===== src/core/dam_regs.svh =====
// Purpose: constants of the DS3 receive alarm monitor
// Assumes: 100 MHz core clock
// Notes: counts derived from times in the expressions below
`ifndef DAM_REGS_SVH
`define DAM_REGS_SVH
`define DAM_CLK_HZ 100000000
`define DAM_SEC_S 1
`define DAM_SEC_CYC (`DAM_SEC_S * `DAM_CLK_HZ)
`define DAM_BLK_BITS 85
`define DAM_BLKS 8
`define DAM_SUBS 7
`define DAM_F_PAT 4'h9
`define DAM_M_PAT 3'h2
`define DAM_F_LOST 1020
`define DAM_LOP_WIN 1024
`define DAM_LOP_ERRS 240
`define DAM_LOP_CLR 64
`define DAM_LOS_ZEROS 128
`define DAM_EXZ_ZEROS 3
`define DAM_FID_ZEROS 16
`define DAM_BPV_LIMIT 44
`define DAM_PERSIST_SECS 3
`define DAM_ALARMS 9
`endif


===== src/core/dam_pkg.sv =====
// Purpose: types of the DS3 receive alarm monitor
// Assumes: nothing
// Notes: alarm struct bit 0 is ais
package dam_pkg;
    typedef struct packed {
        logic valid;
        logic pos;
        logic neg;
    } dam_line_t;
    typedef struct packed {
        logic [6:0][2:0] cbit;
        logic [1:0] xbit;
        logic [1:0] pbit;
    } dam_ovh_t;
    typedef struct packed {
        logic bpv_err;
        logic line_violation_alarm;
        logic format_mismatch_alarm;
        logic blue;
        logic out_of_frame;
        logic signal_lost;
        logic pattern_sync_lost;
        logic idle;
        logic ais;
    } dam_alarm_t;
endpackage


===== src/core/dam_persist.sv =====
// Purpose: whole-second set and clear persistence
// Assumes: sec_tick one cycle per second
// Notes: a second neither good nor bad restarts both runs
`timescale 1ns/1ps
module dam_persist #(
    parameter int SET_SECS = 3,
    parameter int CLR_SECS = 3
) (
    input wire logic core_clk,
    input wire logic rst,
    input wire logic sec_tick,
    input wire logic set_sec,
    input wire logic clr_sec,
    output logic alarm_r
);
    logic [2:0] set_run_r;
    logic [2:0] clr_run_r;

    // Consecutive second runs, saturating
    always_ff @(posedge core_clk or posedge rst)
    begin
        if (rst)
        begin
            set_run_r <= 3'h0;
            clr_run_r <= 3'h0;
            alarm_r <= 1'b0;
        end
        else if (sec_tick)
        begin
            if (set_sec)
            begin
                clr_run_r <= 3'h0;
                if (set_run_r != 3'h7)
                    set_run_r <= set_run_r + 3'h1;
                if (32'(set_run_r) + 1 >= SET_SECS)
                    alarm_r <= 1'b1;
            end
            else if (clr_sec)
            begin
                set_run_r <= 3'h0;
                if (clr_run_r != 3'h7)
                    clr_run_r <= clr_run_r + 3'h1;
                if (32'(clr_run_r) + 1 >= CLR_SECS)
                    alarm_r <= 1'b0;
            end
            else
            begin
                set_run_r <= 3'h0;
                clr_run_r <= 3'h0;
            end
        end
    end
endmodule // dam_persist


===== src/core/dam_alarm_log.sv =====
// Purpose: alarm-second counter and sticky history for one alarm
// Assumes: sec_tick one cycle per second
// Notes: cleared by test_start only
`timescale 1ns/1ps
module dam_alarm_log #(
    parameter int CW = 16
) (
    input wire logic core_clk,
    input wire logic rst,
    input wire logic sec_tick,
    input wire logic test_start,
    input wire logic live,
    output logic [CW-1:0] secs_r,
    output logic hist_r
);
    logic seen_r;

    // Occurred at least once in the current second
    always_ff @(posedge core_clk or posedge rst)
    begin
        if (rst)
            seen_r <= 1'b0;
        else if (sec_tick || test_start)
            seen_r <= 1'b0;
        else if (live)
            seen_r <= 1'b1;
    end

    // Saturating, so a long test never wraps to zero
    always_ff @(posedge core_clk or posedge rst)
    begin
        if (rst)
            secs_r <= '0;
        else if (test_start)
            secs_r <= '0;
        else if (sec_tick && (seen_r || live) && secs_r != '1)
            secs_r <= secs_r + 1'b1;
    end

    // Sticky; a live alarm wins over the clear
    always_ff @(posedge core_clk or posedge rst)
    begin
        if (rst)
            hist_r <= 1'b0;
        else if (live)
            hist_r <= 1'b1;
        else if (test_start)
            hist_r <= 1'b0;
    end
endmodule // dam_alarm_log


===== src/core/dam_top.sv =====
// Purpose: DS3 receive framing, overhead capture and alarm monitor
// Assumes: one line_in.valid strobe per received pulse position
// Notes: B3ZS substitutions are not removed before BPV counting
// Notes on behaviour
// - Present every received C-bit, grouped by overhead row.
// - Row one third C-bit is the far-end alarm channel bit.
// - Rows two, five, six, seven C-bits form data links, selectable.
// - Present received X-bits and P-bits.
// - AIS: 1010 payload, framed, C-bits zero, three whole seconds.
// - Blue: 1010 payload, framed, any C-bits, three whole seconds.
// - Idle: 1100 payload, framed, parity good, row3 C zero, X ones.
// - Pattern sync lost at 240 errors within 1024 payload bits.
// - Pattern sync regained after 64 error-free payload bits.
// - Signal lost after 128 empty positions, back on any pulse.
// - Out of frame when F-sync or M-sync is missing.
// - F-sync lost when fully errored F bursts exceed 1020.
// - M-sync lost when two of three M triples are not 010.
// - Format mismatch, no AIS or OOF, three seconds declares.
// - Format mismatch clears after three seconds without it.
// - Violation alarm after three seconds of loss or over 44 BPVs.
// - Violation alarm clears after three clean seconds below 44.
// - Per-alarm counters of seconds holding the alarm.
// - Live and sticky history flag for each alarm.
// - Zero-run flag on three or more consecutive empty positions.
// - Report recovered line clock frequency in hertz.
// - Count seconds holding at least one bipolar violation.
`timescale 1ns/1ps
`include "dam_regs.svh"
module dam_top #(
    parameter int SEC_CYC = `DAM_SEC_CYC,
    parameter int CW = 16
) (
    input wire logic core_clk,
    input wire logic rst,
    input dam_pkg::dam_line_t line_in,
    input wire logic test_start,
    input wire logic cfg_cbit,
    input wire logic [3:0] dl_sel,
    output dam_pkg::dam_ovh_t ovh_r,
    output logic feac_bit_r,
    output logic [11:0] dl_bits_r,
    output logic dl_valid_r,
    output logic fmt_m13_r,
    output dam_pkg::dam_alarm_t alarm_live_r,
    output dam_pkg::dam_alarm_t alarm_hist_r,
    output logic [`DAM_ALARMS-1:0][CW-1:0] alarm_secs_r,
    output logic zero_run_flag_r,
    output logic [31:0] rx_hz_r
);
    import dam_pkg::*;
    localparam int QTR = SEC_CYC / 4;

    logic [6:0] blk_bit_r;
    logic [2:0] blk_r, sub_r, f_err_cnt_r, m_acc_r, m_hist_r;
    logic [10:0] burst_r;
    logic f_sync_r, m_sync_r, m_slip_r;
    logic strobe, pulse, ovh, fbit, cbit, mxp, pay, f_err, slip;
    logic sub_end, frame_end, m_err;
    logic [1:0] cidx;
    logic [6:0] pidx;
    dam_ovh_t ovh_b_r;
    logic pat1010_r, pat1100_r, par_r, par_prev_r;
    logic pat1010_nxt, pat1100_nxt, par_nxt;
    logic ais_frm_r, blue_frm_r, idle_frm_r;
    logic [4:0] fid_cnt_r;
    logic [31:0] tb_r, bits_sec_r;
    logic [1:0] qtr_r;
    logic q_tick, sec_tick;
    logic [7:0] zr_cnt_r, bpv_sec_r;
    logic los_r, last_pos_r, bpv;
    logic [14:0] prbs_r;
    logic [9:0] win_r;
    logic [7:0] lop_err_r;
    logic [6:0] lop_run_r;
    logic lop_r, prbs_err;
    logic oof, ais_cond, blue_cond, ffm_cond, los_sec_r;
    logic [2:0] hold_r, held;
    logic ffm_any_r;
    logic ais_a, blue_a, ffm_a, lcv_a;
    dam_alarm_t live;

    function automatic logic [2:0] sub_add(input logic [2:0] s,
                                           input logic [2:0] inc);
        logic [3:0] t;
        t = {1'b0, s} + {1'b0, inc};
        return (t >= 4'(`DAM_SUBS)) ? 3'(t - 4'(`DAM_SUBS)) : t[2:0];
    endfunction

    function automatic logic [1:0] pop3(input logic [2:0] v);
        return 2'(v[0]) + 2'(v[1]) + 2'(v[2]);
    endfunction

    // Position decode inside the M-frame
    assign strobe = line_in.valid;
    assign pulse = line_in.pos | line_in.neg;
    assign ovh = (blk_bit_r == 7'h0);
    assign fbit = ovh & blk_r[0];
    assign cbit = ovh & ~blk_r[0] & (blk_r != 3'h0);
    assign mxp = ovh & (blk_r == 3'h0);
    assign pay = strobe & ~ovh;
    assign cidx = blk_r[2:1] - 2'h1;
    assign pidx = blk_bit_r - 7'h1;
    assign f_err = strobe & fbit & (pulse != 1'(`DAM_F_PAT >> blk_r[2:1]));
    assign slip = ~f_sync_r & f_err;
    assign sub_end = strobe & ~slip & (blk_bit_r == 7'(`DAM_BLK_BITS - 1))
                     & (blk_r == 3'(`DAM_BLKS - 1));
    assign frame_end = sub_end & (sub_r == 3'(`DAM_SUBS - 1));
    assign m_err = pulse != 1'(`DAM_M_PAT >> (3'h6 - sub_r));

    // Bit, block and subframe counters; slips hold one position
    always_ff @(posedge core_clk or posedge rst)
    begin
        if (rst)
        begin
            blk_bit_r <= 7'h0;
            blk_r <= 3'h0;
            sub_r <= 3'h0;
        end
        else if (strobe && !slip)
        begin
            if (blk_bit_r == 7'(`DAM_BLK_BITS - 1))
            begin
                blk_bit_r <= 7'h0;
                blk_r <= blk_r + 3'h1;
                if (sub_end)
                    sub_r <= sub_add(sub_r, m_slip_r ? 3'h2 : 3'h1);
            end
            else
                blk_bit_r <= blk_bit_r + 7'h1;
        end
    end

    // F-sync: a burst is the four F bits of one subframe
    always_ff @(posedge core_clk or posedge rst)
    begin
        if (rst)
        begin
            f_err_cnt_r <= 3'h0;
            burst_r <= 11'h0;
            f_sync_r <= 1'b0;
        end
        else if (strobe && fbit)
        begin
            if (slip)
                f_err_cnt_r <= 3'h0;
            else if (blk_r == 3'h7)
            begin
                f_err_cnt_r <= 3'h0;
                if (!f_sync_r)
                    f_sync_r <= (f_err_cnt_r == 3'h0);
                else if (f_err_cnt_r + 3'(f_err) == 3'h4)
                begin
                    if (burst_r >= 11'(`DAM_F_LOST))
                    begin
                        f_sync_r <= 1'b0;
                        burst_r <= 11'h0;
                    end
                    else
                        burst_r <= burst_r + 11'h1;
                end
                else
                    burst_r <= 11'h0;
            end
            else
                f_err_cnt_r <= f_err_cnt_r + 3'(f_err);
        end
    end

    // M-sync over the last three M triples; a loss skips a subframe
    always_ff @(posedge core_clk or posedge rst)
    begin
        if (rst)
        begin
            m_acc_r <= 3'h0;
            m_hist_r <= 3'h7;
            m_sync_r <= 1'b0;
            m_slip_r <= 1'b0;
        end
        else if (strobe && mxp && sub_r >= 3'h4 && f_sync_r)
        begin
            if (sub_r == 3'h6)
            begin
                m_acc_r <= 3'h0;
                m_hist_r <= {m_hist_r[1:0], (m_acc_r != 3'h0) | m_err};
                m_sync_r <= pop3({m_hist_r[1:0],
                                  (m_acc_r != 3'h0) | m_err}) < 2'h2;
                m_slip_r <= ~m_sync_r & ((m_acc_r != 3'h0) | m_err);
            end
            else
                m_acc_r <= m_acc_r | {2'h0, m_err};
        end
        else if (sub_end)
            m_slip_r <= 1'b0;
    end

    // Overhead capture, latched whole at the end of the M-frame
    always_ff @(posedge core_clk or posedge rst)
    begin
        if (rst)
            ovh_b_r <= '0;
        else if (strobe && cbit)
            ovh_b_r.cbit[sub_r][cidx] <= pulse;
        else if (strobe && mxp && sub_r < 3'h2)
            ovh_b_r.xbit[sub_r[0]] <= pulse;
        else if (strobe && mxp && sub_r < 3'h4)
            ovh_b_r.pbit[sub_r[0]] <= pulse;
    end

    always_ff @(posedge core_clk or posedge rst)
    begin
        if (rst)
        begin
            ovh_r <= '0;
            feac_bit_r <= 1'b0;
            dl_bits_r <= 12'h0;
            dl_valid_r <= 1'b0;
        end
        else
        begin
            dl_valid_r <= frame_end;
            if (frame_end)
            begin
                ovh_r <= ovh_b_r;
                feac_bit_r <= ovh_b_r.cbit[0][2];
                dl_bits_r <= {ovh_b_r.cbit[6] & {3{dl_sel[3]}},
                              ovh_b_r.cbit[5] & {3{dl_sel[2]}},
                              ovh_b_r.cbit[4] & {3{dl_sel[1]}},
                              ovh_b_r.cbit[1] & {3{dl_sel[0]}}};
            end
        end
    end

    // Payload patterns and parity over one M-frame
    assign pat1010_nxt = pat1010_r & ~(pay & (pulse == pidx[0]));
    assign pat1100_nxt = pat1100_r & ~(pay & (pulse == pidx[1]));
    assign par_nxt = par_r ^ (pay & pulse);

    always_ff @(posedge core_clk or posedge rst)
    begin
        if (rst)
        begin
            pat1010_r <= 1'b1;
            pat1100_r <= 1'b1;
            par_r <= 1'b0;
            par_prev_r <= 1'b0;
            ais_frm_r <= 1'b0;
            blue_frm_r <= 1'b0;
            idle_frm_r <= 1'b0;
        end
        else if (frame_end)
        begin
            pat1010_r <= 1'b1;
            pat1100_r <= 1'b1;
            par_r <= 1'b0;
            par_prev_r <= par_nxt;
            ais_frm_r <= pat1010_nxt & (ovh_b_r.cbit == '0);
            blue_frm_r <= pat1010_nxt;
            idle_frm_r <= pat1100_nxt & (ovh_b_r.cbit[2] == 3'h0)
                          & (ovh_b_r.xbit == 2'h3)
                          & (ovh_b_r.pbit == {2{par_prev_r}});
        end
        else
        begin
            pat1010_r <= pat1010_nxt;
            pat1100_r <= pat1100_nxt;
            par_r <= par_nxt;
            if (los_r || oof)
            begin
                ais_frm_r <= 1'b0;
                blue_frm_r <= 1'b0;
                idle_frm_r <= 1'b0;
            end
        end
    end

    // Quarter and whole seconds from the core clock only
    assign q_tick = (tb_r == 32'(QTR - 1));
    assign sec_tick = q_tick & (qtr_r == 2'h3);

    always_ff @(posedge core_clk or posedge rst)
    begin
        if (rst)
        begin
            tb_r <= 32'h0;
            qtr_r <= 2'h0;
        end
        else if (q_tick)
        begin
            tb_r <= 32'h0;
            qtr_r <= qtr_r + 2'h1;
        end
        else
            tb_r <= tb_r + 32'h1;
    end

    // Format from row-one first C-bit zeros per quarter second
    always_ff @(posedge core_clk or posedge rst)
    begin
        if (rst)
        begin
            fid_cnt_r <= 5'h0;
            fmt_m13_r <= 1'b0;
        end
        else if (q_tick)
        begin
            fid_cnt_r <= 5'h0;
            fmt_m13_r <= fid_cnt_r >= 5'(`DAM_FID_ZEROS);
        end
        else if (strobe && cbit && sub_r == 3'h0 && blk_r == 3'h2
                 && !pulse && fid_cnt_r != 5'h1f)
            fid_cnt_r <= fid_cnt_r + 5'h1;
    end

    // Empty-position run: signal loss and zero-run flag
    always_ff @(posedge core_clk or posedge rst)
    begin
        if (rst)
        begin
            zr_cnt_r <= 8'h0;
            los_r <= 1'b0;
            zero_run_flag_r <= 1'b0;
        end
        else if (strobe && pulse)
        begin
            zr_cnt_r <= 8'h0;
            los_r <= 1'b0;
            zero_run_flag_r <= 1'b0;
        end
        else if (strobe)
        begin
            if (zr_cnt_r != 8'hff)
                zr_cnt_r <= zr_cnt_r + 8'h1;
            if (zr_cnt_r >= 8'(`DAM_LOS_ZEROS - 1))
                los_r <= 1'b1;
            if (zr_cnt_r >= 8'(`DAM_EXZ_ZEROS - 1))
                zero_run_flag_r <= 1'b1;
        end
    end

    // Bipolar violation: two pulses of the same polarity in a row
    assign bpv = strobe & pulse & (line_in.pos == last_pos_r);

    always_ff @(posedge core_clk or posedge rst)
    begin
        if (rst)
            last_pos_r <= 1'b0;
        else if (strobe && pulse)
            last_pos_r <= line_in.pos;
    end

    // Self-synchronising PRBS15 checker on payload bits
    assign prbs_err = pulse ^ prbs_r[14] ^ prbs_r[13];

    always_ff @(posedge core_clk or posedge rst)
    begin
        if (rst)
        begin
            prbs_r <= 15'h0;
            win_r <= 10'h0;
            lop_err_r <= 8'h0;
            lop_run_r <= 7'h0;
            lop_r <= 1'b1;
        end
        else if (pay)
        begin
            prbs_r <= {prbs_r[13:0], pulse};
            win_r <= win_r + 10'h1; // Wraps at 1024 bits
            if (win_r == 10'(`DAM_LOP_WIN - 1))
                lop_err_r <= 8'h0;
            else if (prbs_err && lop_err_r != 8'hff)
                lop_err_r <= lop_err_r + 8'h1;
            if (prbs_err)
            begin
                lop_run_r <= 7'h0;
                if (lop_err_r >= 8'(`DAM_LOP_ERRS - 1))
                    lop_r <= 1'b1;
            end
            else if (lop_run_r >= 7'(`DAM_LOP_CLR - 1))
                lop_r <= 1'b0;
            else
                lop_run_r <= lop_run_r + 7'h1;
        end
    end

    // Conditions that must hold through a whole second
    assign oof = ~f_sync_r | ~m_sync_r;
    assign ais_cond = ais_frm_r & ~oof & ~los_r;
    assign blue_cond = blue_frm_r & ~oof & ~los_r;
    assign ffm_cond = (fmt_m13_r == cfg_cbit) & ~ais_a & ~oof;
    assign held = hold_r & {ffm_cond, blue_cond, ais_cond};

    always_ff @(posedge core_clk or posedge rst)
    begin
        if (rst)
        begin
            hold_r <= 3'h7;
            ffm_any_r <= 1'b0;
            los_sec_r <= 1'b0;
            bpv_sec_r <= 8'h0;
            bits_sec_r <= 32'h0;
            rx_hz_r <= 32'h0;
        end
        else if (sec_tick)
        begin
            hold_r <= 3'h7;
            ffm_any_r <= 1'b0;
            los_sec_r <= 1'b0;
            bpv_sec_r <= 8'h0;
            bits_sec_r <= 32'h0;
            rx_hz_r <= bits_sec_r + 32'(strobe);
        end
        else
        begin
            hold_r <= held;
            ffm_any_r <= ffm_any_r | ffm_cond;
            los_sec_r <= los_sec_r | los_r;
            if (bpv && bpv_sec_r != 8'hff)
                bpv_sec_r <= bpv_sec_r + 8'h1;
            bits_sec_r <= bits_sec_r + 32'(strobe);
        end
    end

    // Persistence: AIS and blue clear after one clean second
    dam_persist #(.SET_SECS(`DAM_PERSIST_SECS), .CLR_SECS(1)) u_ais (
        .core_clk(core_clk), .rst(rst), .sec_tick(sec_tick),
        .set_sec(held[0]), .clr_sec(~held[0]), .alarm_r(ais_a));
    dam_persist #(.SET_SECS(`DAM_PERSIST_SECS), .CLR_SECS(1)) u_blue (
        .core_clk(core_clk), .rst(rst), .sec_tick(sec_tick),
        .set_sec(held[1]), .clr_sec(~held[1]), .alarm_r(blue_a));
    dam_persist #(.SET_SECS(`DAM_PERSIST_SECS),
                  .CLR_SECS(`DAM_PERSIST_SECS)) u_ffm (
        .core_clk(core_clk), .rst(rst), .sec_tick(sec_tick),
        .set_sec(held[2]),
        .clr_sec(~(ffm_any_r | ffm_cond)), .alarm_r(ffm_a));
    dam_persist #(.SET_SECS(`DAM_PERSIST_SECS),
                  .CLR_SECS(`DAM_PERSIST_SECS)) u_lcv (
        .core_clk(core_clk), .rst(rst), .sec_tick(sec_tick),
        .set_sec(los_sec_r | los_r
                 | (bpv_sec_r > 8'(`DAM_BPV_LIMIT))),
        .clr_sec(~los_sec_r & ~los_r
                 & (bpv_sec_r < 8'(`DAM_BPV_LIMIT))),
        .alarm_r(lcv_a));

    // Live alarm levels
    always_comb
    begin
        live.ais = ais_a;
        live.idle = idle_frm_r & ~oof & ~los_r;
        live.pattern_sync_lost = lop_r;
        live.signal_lost = los_r;
        live.out_of_frame = oof;
        live.blue = blue_a;
        live.format_mismatch_alarm = ffm_a;
        live.line_violation_alarm = lcv_a;
        live.bpv_err = bpv;
    end

    always_ff @(posedge core_clk or posedge rst)
    begin
        if (rst)
            alarm_live_r <= '0;
        else
            alarm_live_r <= live;
    end

    // One second counter and history flag per alarm
    for (genvar i = 0; i < `DAM_ALARMS; i++)
    begin : g_log
        dam_alarm_log #(.CW(CW)) u_log (
            .core_clk(core_clk),
            .rst(rst),
            .sec_tick(sec_tick),
            .test_start(test_start),
            .live(live[i]),
            .secs_r(alarm_secs_r[i]),
            .hist_r(alarm_hist_r[i]));
    end
endmodule // dam_top


===== config.mk =====
export PLATFORM = sky130hd
export DESIGN_NAME = dam_top
export DESIGN_NICKNAME = d
export VERILOG_FILES = /design/src/core/dam_pkg.sv /design/src/core/dam_persist.sv /design/src/core/dam_alarm_log.sv /design/src/core/dam_top.sv
export VERILOG_INCLUDE_DIRS = /design/src /design/src/core
export SDC_FILE = /design/constraint.sdc
export NUM_CORES = 1
export LEC_CHECK = 0
export BUFFER_PORTS_ARGS = -buffer_cell sky130_fd_sc_hd__buf_2
export CAP_MARGIN = 40
export CORE_UTILIZATION = 35
export DETAILED_ROUTE_END_ITERATION = 6
export PLACE_DENSITY = 0.51
export SYNTH_ARGS = -nofsm -noshare
export SYNTH_HDL_FRONTEND = slang
export SYNTH_HIERARCHICAL = 1
export SYNTH_SLANG_ARGS = --single-unit
export TNS_END_PERCENT = 10

===== constraint.sdc =====
create_clock -name core_clk -period 9.7 [get_ports core_clk]
set_clock_uncertainty 0.2 [all_clocks]
set_input_delay 0.485 -clock core_clk [delete_from_list [all_inputs] [get_ports core_clk]]
set_output_delay 0.485 -clock core_clk [all_outputs]
set_load 0.01 [all_outputs]

=== After elaboration in Yosys (flattened, before gate mapping) ===
Index checks and enable logic that the tools add are counted.

* Register bits after elaboration: 474
* Input port bits: 11
* Output and inout bits: 235
* Word-level logic and storage cells: 553

* Add/sub/neg operators: 45
* $lt $le $gt $ge: 27
* Equal/unequal tests: 50
* Shift-type cells: 2
* Muxes and demuxes: 133
* Bitwise logic cells: 63
* Reduce and logical (&&, ||, !) cells: 128

{| class="wikitable"
|+ Operators by type and width
! cell !! number
|-
| 16-bit two-way mux || 18
|-
| 32-bit by 2-bit greater-or-equal comparator with 1-bit output, second input constant || 6
|-
| 16-bit by 1-bit adder with 16-bit output, second input constant || 9
|-
| 16-bit != test, second input constant || 9
|-
| 2-bit nonzero test || 44
|-
| 3-bit two-way mux || 24
|-
| 1-bit two-way mux || 68
|-
| 32-bit by 1-bit greater-or-equal comparator with 1-bit output, second input constant || 2
|-
| 32-bit two-way mux || 2
|-
| 8-bit two-way mux || 7
|-
| 1-bit logical AND || 36
|-
| 1-bit AND || 35
|-
| 2-bit AND reduction || 17
|-
| 3-bit by 1-bit adder with 4-bit output, second input constant || 8
|-
| 32-bit by 1-bit adder with 32-bit output || 1
|-
| 32-bit by 1-bit adder with 32-bit output, second input constant || 1
|-
| 32-bit by 25-bit equality test with 1-bit output, second input constant || 1
|-
| 3-bit by 1-bit adder with 3-bit output, second input constant || 9
|-
| 8-bit by 1-bit adder with 8-bit output, second input constant || 3
|-
| 3-bit != test, second input constant || 8
|-
| 8-bit != test, second input constant || 3
|-
| 11-bit two-way mux || 2
|-
| 21-bit bitwise mux || 1
|-
| 21-bit logical NOT || 1
|-
| 64 further kinds || 133
|}

=== Logic depth before layout (Yosys ltp) ===
* Depth after elaboration: 11
* Gate-level depth with buffers: 14
* Gate-level depth less buffers: 11

=== Hierarchy ===
Netlist, hierarchy kept.

{| class="wikitable"
|+ By module, submodules not included
! module !! instances !! cells each !! area each (sq um) !! sequential area each (sq um)
|-
| dam_top || 1 || 1289 || 12758.5 || 7041.8
|-
| dam_alarm_log || 9 || 103 || 993.5 || 450.4
|-
| dam_persist (u_ais ...) || 2 || 49 || 465.4 || 175.2
|-
| dam_persist (u_ffm ...) || 2 || 42 || 449.2 || 175.2
|}

=== Worst setup path before layout ===
Ideal clock, no wire load.

* Path type: flip-flop to flip-flop
* Start point: reg tb_r[11]
* End point: reg g_log[0].u_log.secs_r[3]
* Setup time: 78 ps
* Arrival: 4717 ps
* Required time: 9422 ps
* Setup slack: 4706 ps
* Cell stages (with the launch flop): 7
* Path buffers: 0
* Clock period less this slack: 4994 ps
* Path through: dfrtp_1 -> and4_1 -> nand4_1 -> nor4_1 -> o21ai_1 -> or4_1 -> a21oi_1

* Cells in the longest elaborated chain, start to end: 5

{| class="wikitable"
|+ Ends and longest elaborated chain
! item !! RTL line !! text
|-
| from (decl) || dam_top.sv:66 || <nowiki>logic [31:0] tb_r, bits_sec_r;</nowiki>
|-
| from (signal assigned) || dam_top.sv:293 || <nowiki>tb_r <= tb_r + 32'h1;</nowiki>
|-
| 32-bit by 25-bit equality test with 1-bit output || dam_top.sv:277 || <nowiki>assign q_tick = (tb_r == 32'(QTR - 1));</nowiki>
|-
| 1-bit AND || dam_top.sv:278 || <nowiki>assign sec_tick = q_tick & (qtr_r == 2'h3);</nowiki>
|-
| via sec_tick || dam_top.sv:68 || <nowiki>logic q_tick, sec_tick;</nowiki>
|-
| 1-bit logical AND (2 in series) || dam_alarm_log.sv:36 || <nowiki>else if (sec_tick && (seen_r || live) && secs_r != '1)</nowiki>
|-
| 2-bit nonzero test (no line) || - ||
|-
| to (signal assigned) || dam_alarm_log.sv:37 || <nowiki>secs_r <= secs_r + 1'b1;</nowiki>
|-
| to (decl) || dam_alarm_log.sv:13 || <nowiki>output logic [CW-1:0] secs_r,</nowiki>
|}

The timed path passes the listed nets, and every way through them passes these cells.
A chain may end at the register's enable or synchronous reset.

=== Worst setup path in the final report ===
* Start point: reg tb_r[0]
* End point: reg g_log[0].u_log.secs_r[15]

Same word-level chain as after synthesis.

==> results.json <==
{
  "wl_per_cell_um": 16.5,
  "period_minus_slack_ns": 3.67,
  "final.setup.tns_ns": 0,
  "coreArea_um2": 66100,
  "start_util_pct": 35.6,
  "cts_htree_levels": 2,
  "post-route-drc-count": 15,
  "clock-sinks": 471,
  "synth_most_common_cell": "dfrtp_1",
  "cap_violations": 0,
  "synth-edff-count": 0,
  "grt_pass1_vias": 18400,
  "hold-worst-slack_ns": 0.169,
  "grt.total_usage_pct": 17.0,
  "fp-row-count": 94,
  "ys_ff_latch": 471,
  "fillers": 6417,
  "period_share_pct": 37.8,
  "yosysUniqueCellTypes": 76,
  "finalSetupViolCount": 0,
  "overflow": 0,
  "seq_area_um2": 11800,
  "synth_top_cell_by_area": "dfrtp_1",
  "drtIter0Drc": 1128,
  "violations": "design-rule violations",
  "synth_cells": 2398,
  "clockBufferDepth": 3,
  "max_freq_ghz": 0.273,
  "cts_root_buf": "clkbuf_16",
  "tightest_slew_ns": 0.987,
  "status": "finished, violations left",
  "synth_common_cells": "463 x dfrtp_1, 285 x nand2_1, 193 x a21oi_1",
  "synth_top_area_share_pct": 49.2,
  "seq_area_frac_synth_pct": 50.1,
  "drive_gt1_share_pct": 16.8,
  "crit_buf_inv": 1,
  "ys.flop_type": "dfrtp_1",
  "worst_setup_path_start_kind": "register",
  "synthesis.area_um2": 23500,
  "vias_per_cell": 5.37,
  "syn_area_per_cell_um2": 9.81,
  "relSlewSlack_pct": 33.6,
  "cpPeakStageDelay_ns": 0.63,
  "slew_violations": 0,
  "dieArea_um2": 68300,
  "synth_warnings": 6,
  "portBuffers": 245,
  "crit_slowest_cell": "buf_4",
  "ioPinCount": 246,
  "cp.arrival_ns": 3.97,
  "path_clk_slew_ns": 0.06,
  "cts_tree": "yes",
  "cts_buffers": 56,
  "vias": 19000,
  "antenna_found_initial": 0,
  "grt_pass1_wl_um": 96300,
  "insertion_delay_ns": 0.60,
  "routed_wl_um": 58300,
  "p_per_area_nw_per_um2": 174,
  "antenna_cells": 0,
  "dp_hpwl_um": 39200,
  "cpMostUsedCell": "nand4_1",
  "worstPathRequired_ns": 10.01,
  "syn_to_final_growth_pct": 16.8,
  "async_flop_share_pct": 100,
  "globalplace.congestion": 0.803,
  "leakage_nw": 12.5,
  "die_width_um": 261,
  "nNetsFinal": 2698,
  "grt_max_degree": 177,
  "ant_nets": 0,
  "worstSetupPathType": "reg -> reg",
  "crit_path_cell_trace": "ha_1 > and3_1 > nand4_1 > nor4_2 > buf_4 > o21a_2 > nand4_1 > or4_1 > a21oi_1",
  "synth.area.top_cells": "dfrtp_1 49%, nand2_1 4.5%, a21oi_1 4.1%, ha_1 3.5%, nor2_1 2.8%",
  "hold_path_class": "in -> reg",
  "cp-end-kind": "register",
  "hold_violations": 0,
  "postSynthNetCount": 2475,
  "first_pass_iters": 7,
  "cp_max_fo": 63,
  "peakVddDrop_v": 0.000117,
  "multiInputGateArea_um2": 10900,
  "path_delay_family": "simple AND/OR/NAND/NOR gates",
  "fp.dieH_um": 261,
  "grt_setup_unrepaired": "false"
}
==> metal layers <==
metal / track usage, % / up-vias / wire length, µm
met1: 22.9 / 9356 / 26800
li1: - / 9207 / -
met4: 4.31 / 0 / 1130
met5: 0 / - / 0
met3: 2.92 / 77 / 2590
met2: 28.1 / 330 / 27800
==> registers in the layout, indices dropped and copies added (netlist names), 5 cells and up <==
| name | cells |
|---|---|
| g_log.u_log/secs_r | 144 |
| bits_sec_r | 32 |
| rx_hz_r | 32 |
| tb_r | 32 |
| ovh_b_r | 25 |
| ovh_r | 25 |
| prbs_r | 15 |
| dl_bits_r | 12 |
| burst_r | 11 |
| win_r | 10 |
| alarm_live_r | 9 |
| g_log.u_log/hist_r | 9 |
| g_log.u_log/seen_r | 9 |
| bpv_sec_r | 8 |
| lop_err_r | 8 |
| zr_cnt_r | 8 |
| blk_bit_r | 7 |
| lop_run_r | 7 |
| fid_cnt_r | 5 |
==> area by class of cell <==
cell class / count / area share [%]
inverters: 71 / 1.02
multi-input cells: 1753 / 39.8
clock buffers: 94 / 6.57
repair buffers: 268 / 5.17
clock inverters: 11 / 0.601
well taps: 864 / 3.94
flip-flops and latches: 471 / 42.9
==> placed cells by master (no fill, tap or decap), types with 29 or more instances in the layout <==
cell,count
a31oi_1,29
o31ai_1,85
nor2_1,173
or4_1,76
nand4_1,81
or3_1,42
inv_1,67
xor2_1,41
o21ai_1,52
xnor2_1,67
nand2_1,285
and3_1,31
nor4_1,30
buf_2,248
ha_1,65
a21oi_1,193
dfrtp_1,463
nor3_1,48
o21ai_0,32
nand3_1,121
clkbuf_16,57
==> timing repair <==
action | 4_1_cts | 5_1_grt
gates resized for setup | 0 | 0
setup buffers | 0 | 0
hold buffers | 6 | 0
endpoints found under the hold margin | 41 | 0
==> worst paths after layout <==
path	start	to	slack (ns)	cells past startpoint
min in group asynchronous	rst	u_blue/alarm_r	0.45	3
worst max-delay path	tb_r[0]	g_log[0].u_log/secs_r[15]	6.03	9
worst max register to register	tb_r[0]	g_log[0].u_log/secs_r[15]	6.03	9
worst min register to register	dl_bits_r[2]	dl_bits_r[2]	0.26	2
max in group asynchronous	rst	ovh_b_r[20]	7.28	4
worst min-delay path	line_in[2]	zr_cnt_r[2]	0.17	2
==> per-stage QoR <==
| step | power (mW) | cells | area, µm² | worst slack [ns] | utilization [%] |
|---|---|---|---|---|---|
| 3_5_place_dp | 2.62 | 3421 | 25400 | 5.95 | 38.5 |
| 5_1_grt | 5.02 | 3532 | 27500 | 5.73 | 41.6 |
| 6_report | 4.78 | 3532 | 27500 | 6.03 | 41.6 |
| 2_1_floorplan | 2.51 | 2398 | 23500 | 1.28 | - |
| 4_1_cts | 4.87 | 3532 | 27500 | 6.01 | 41.6 |
| 3_3_place_gp | 2.60 | 3417 | 25400 | 6.01 | 38.5 |
==> power by group <==
part           switching (mW)  total [mW]  internal, mW  leakage [nW]
Clock                   0.840        2.20          1.36         0.972
Combinational           0.239       0.387         0.148          5.23
Sequential              0.113        2.19          2.08          6.25
Total                    1.19        4.78          3.59          12.5
==> cells by family after synthesis <==
kind of cell,Yosys count,synth area share (%)
and+or+nand+nor,1043,23.8
AOI/OAI and AO/OA,509,13.7
DFF,471,50.1
buffers and inverters,174,3.57
xor gates and xnor gates,108,4.02
adders and majority gates,66,3.54
muxes,27,1.24
Note: power is estimated with default switching activity, not from simulation.
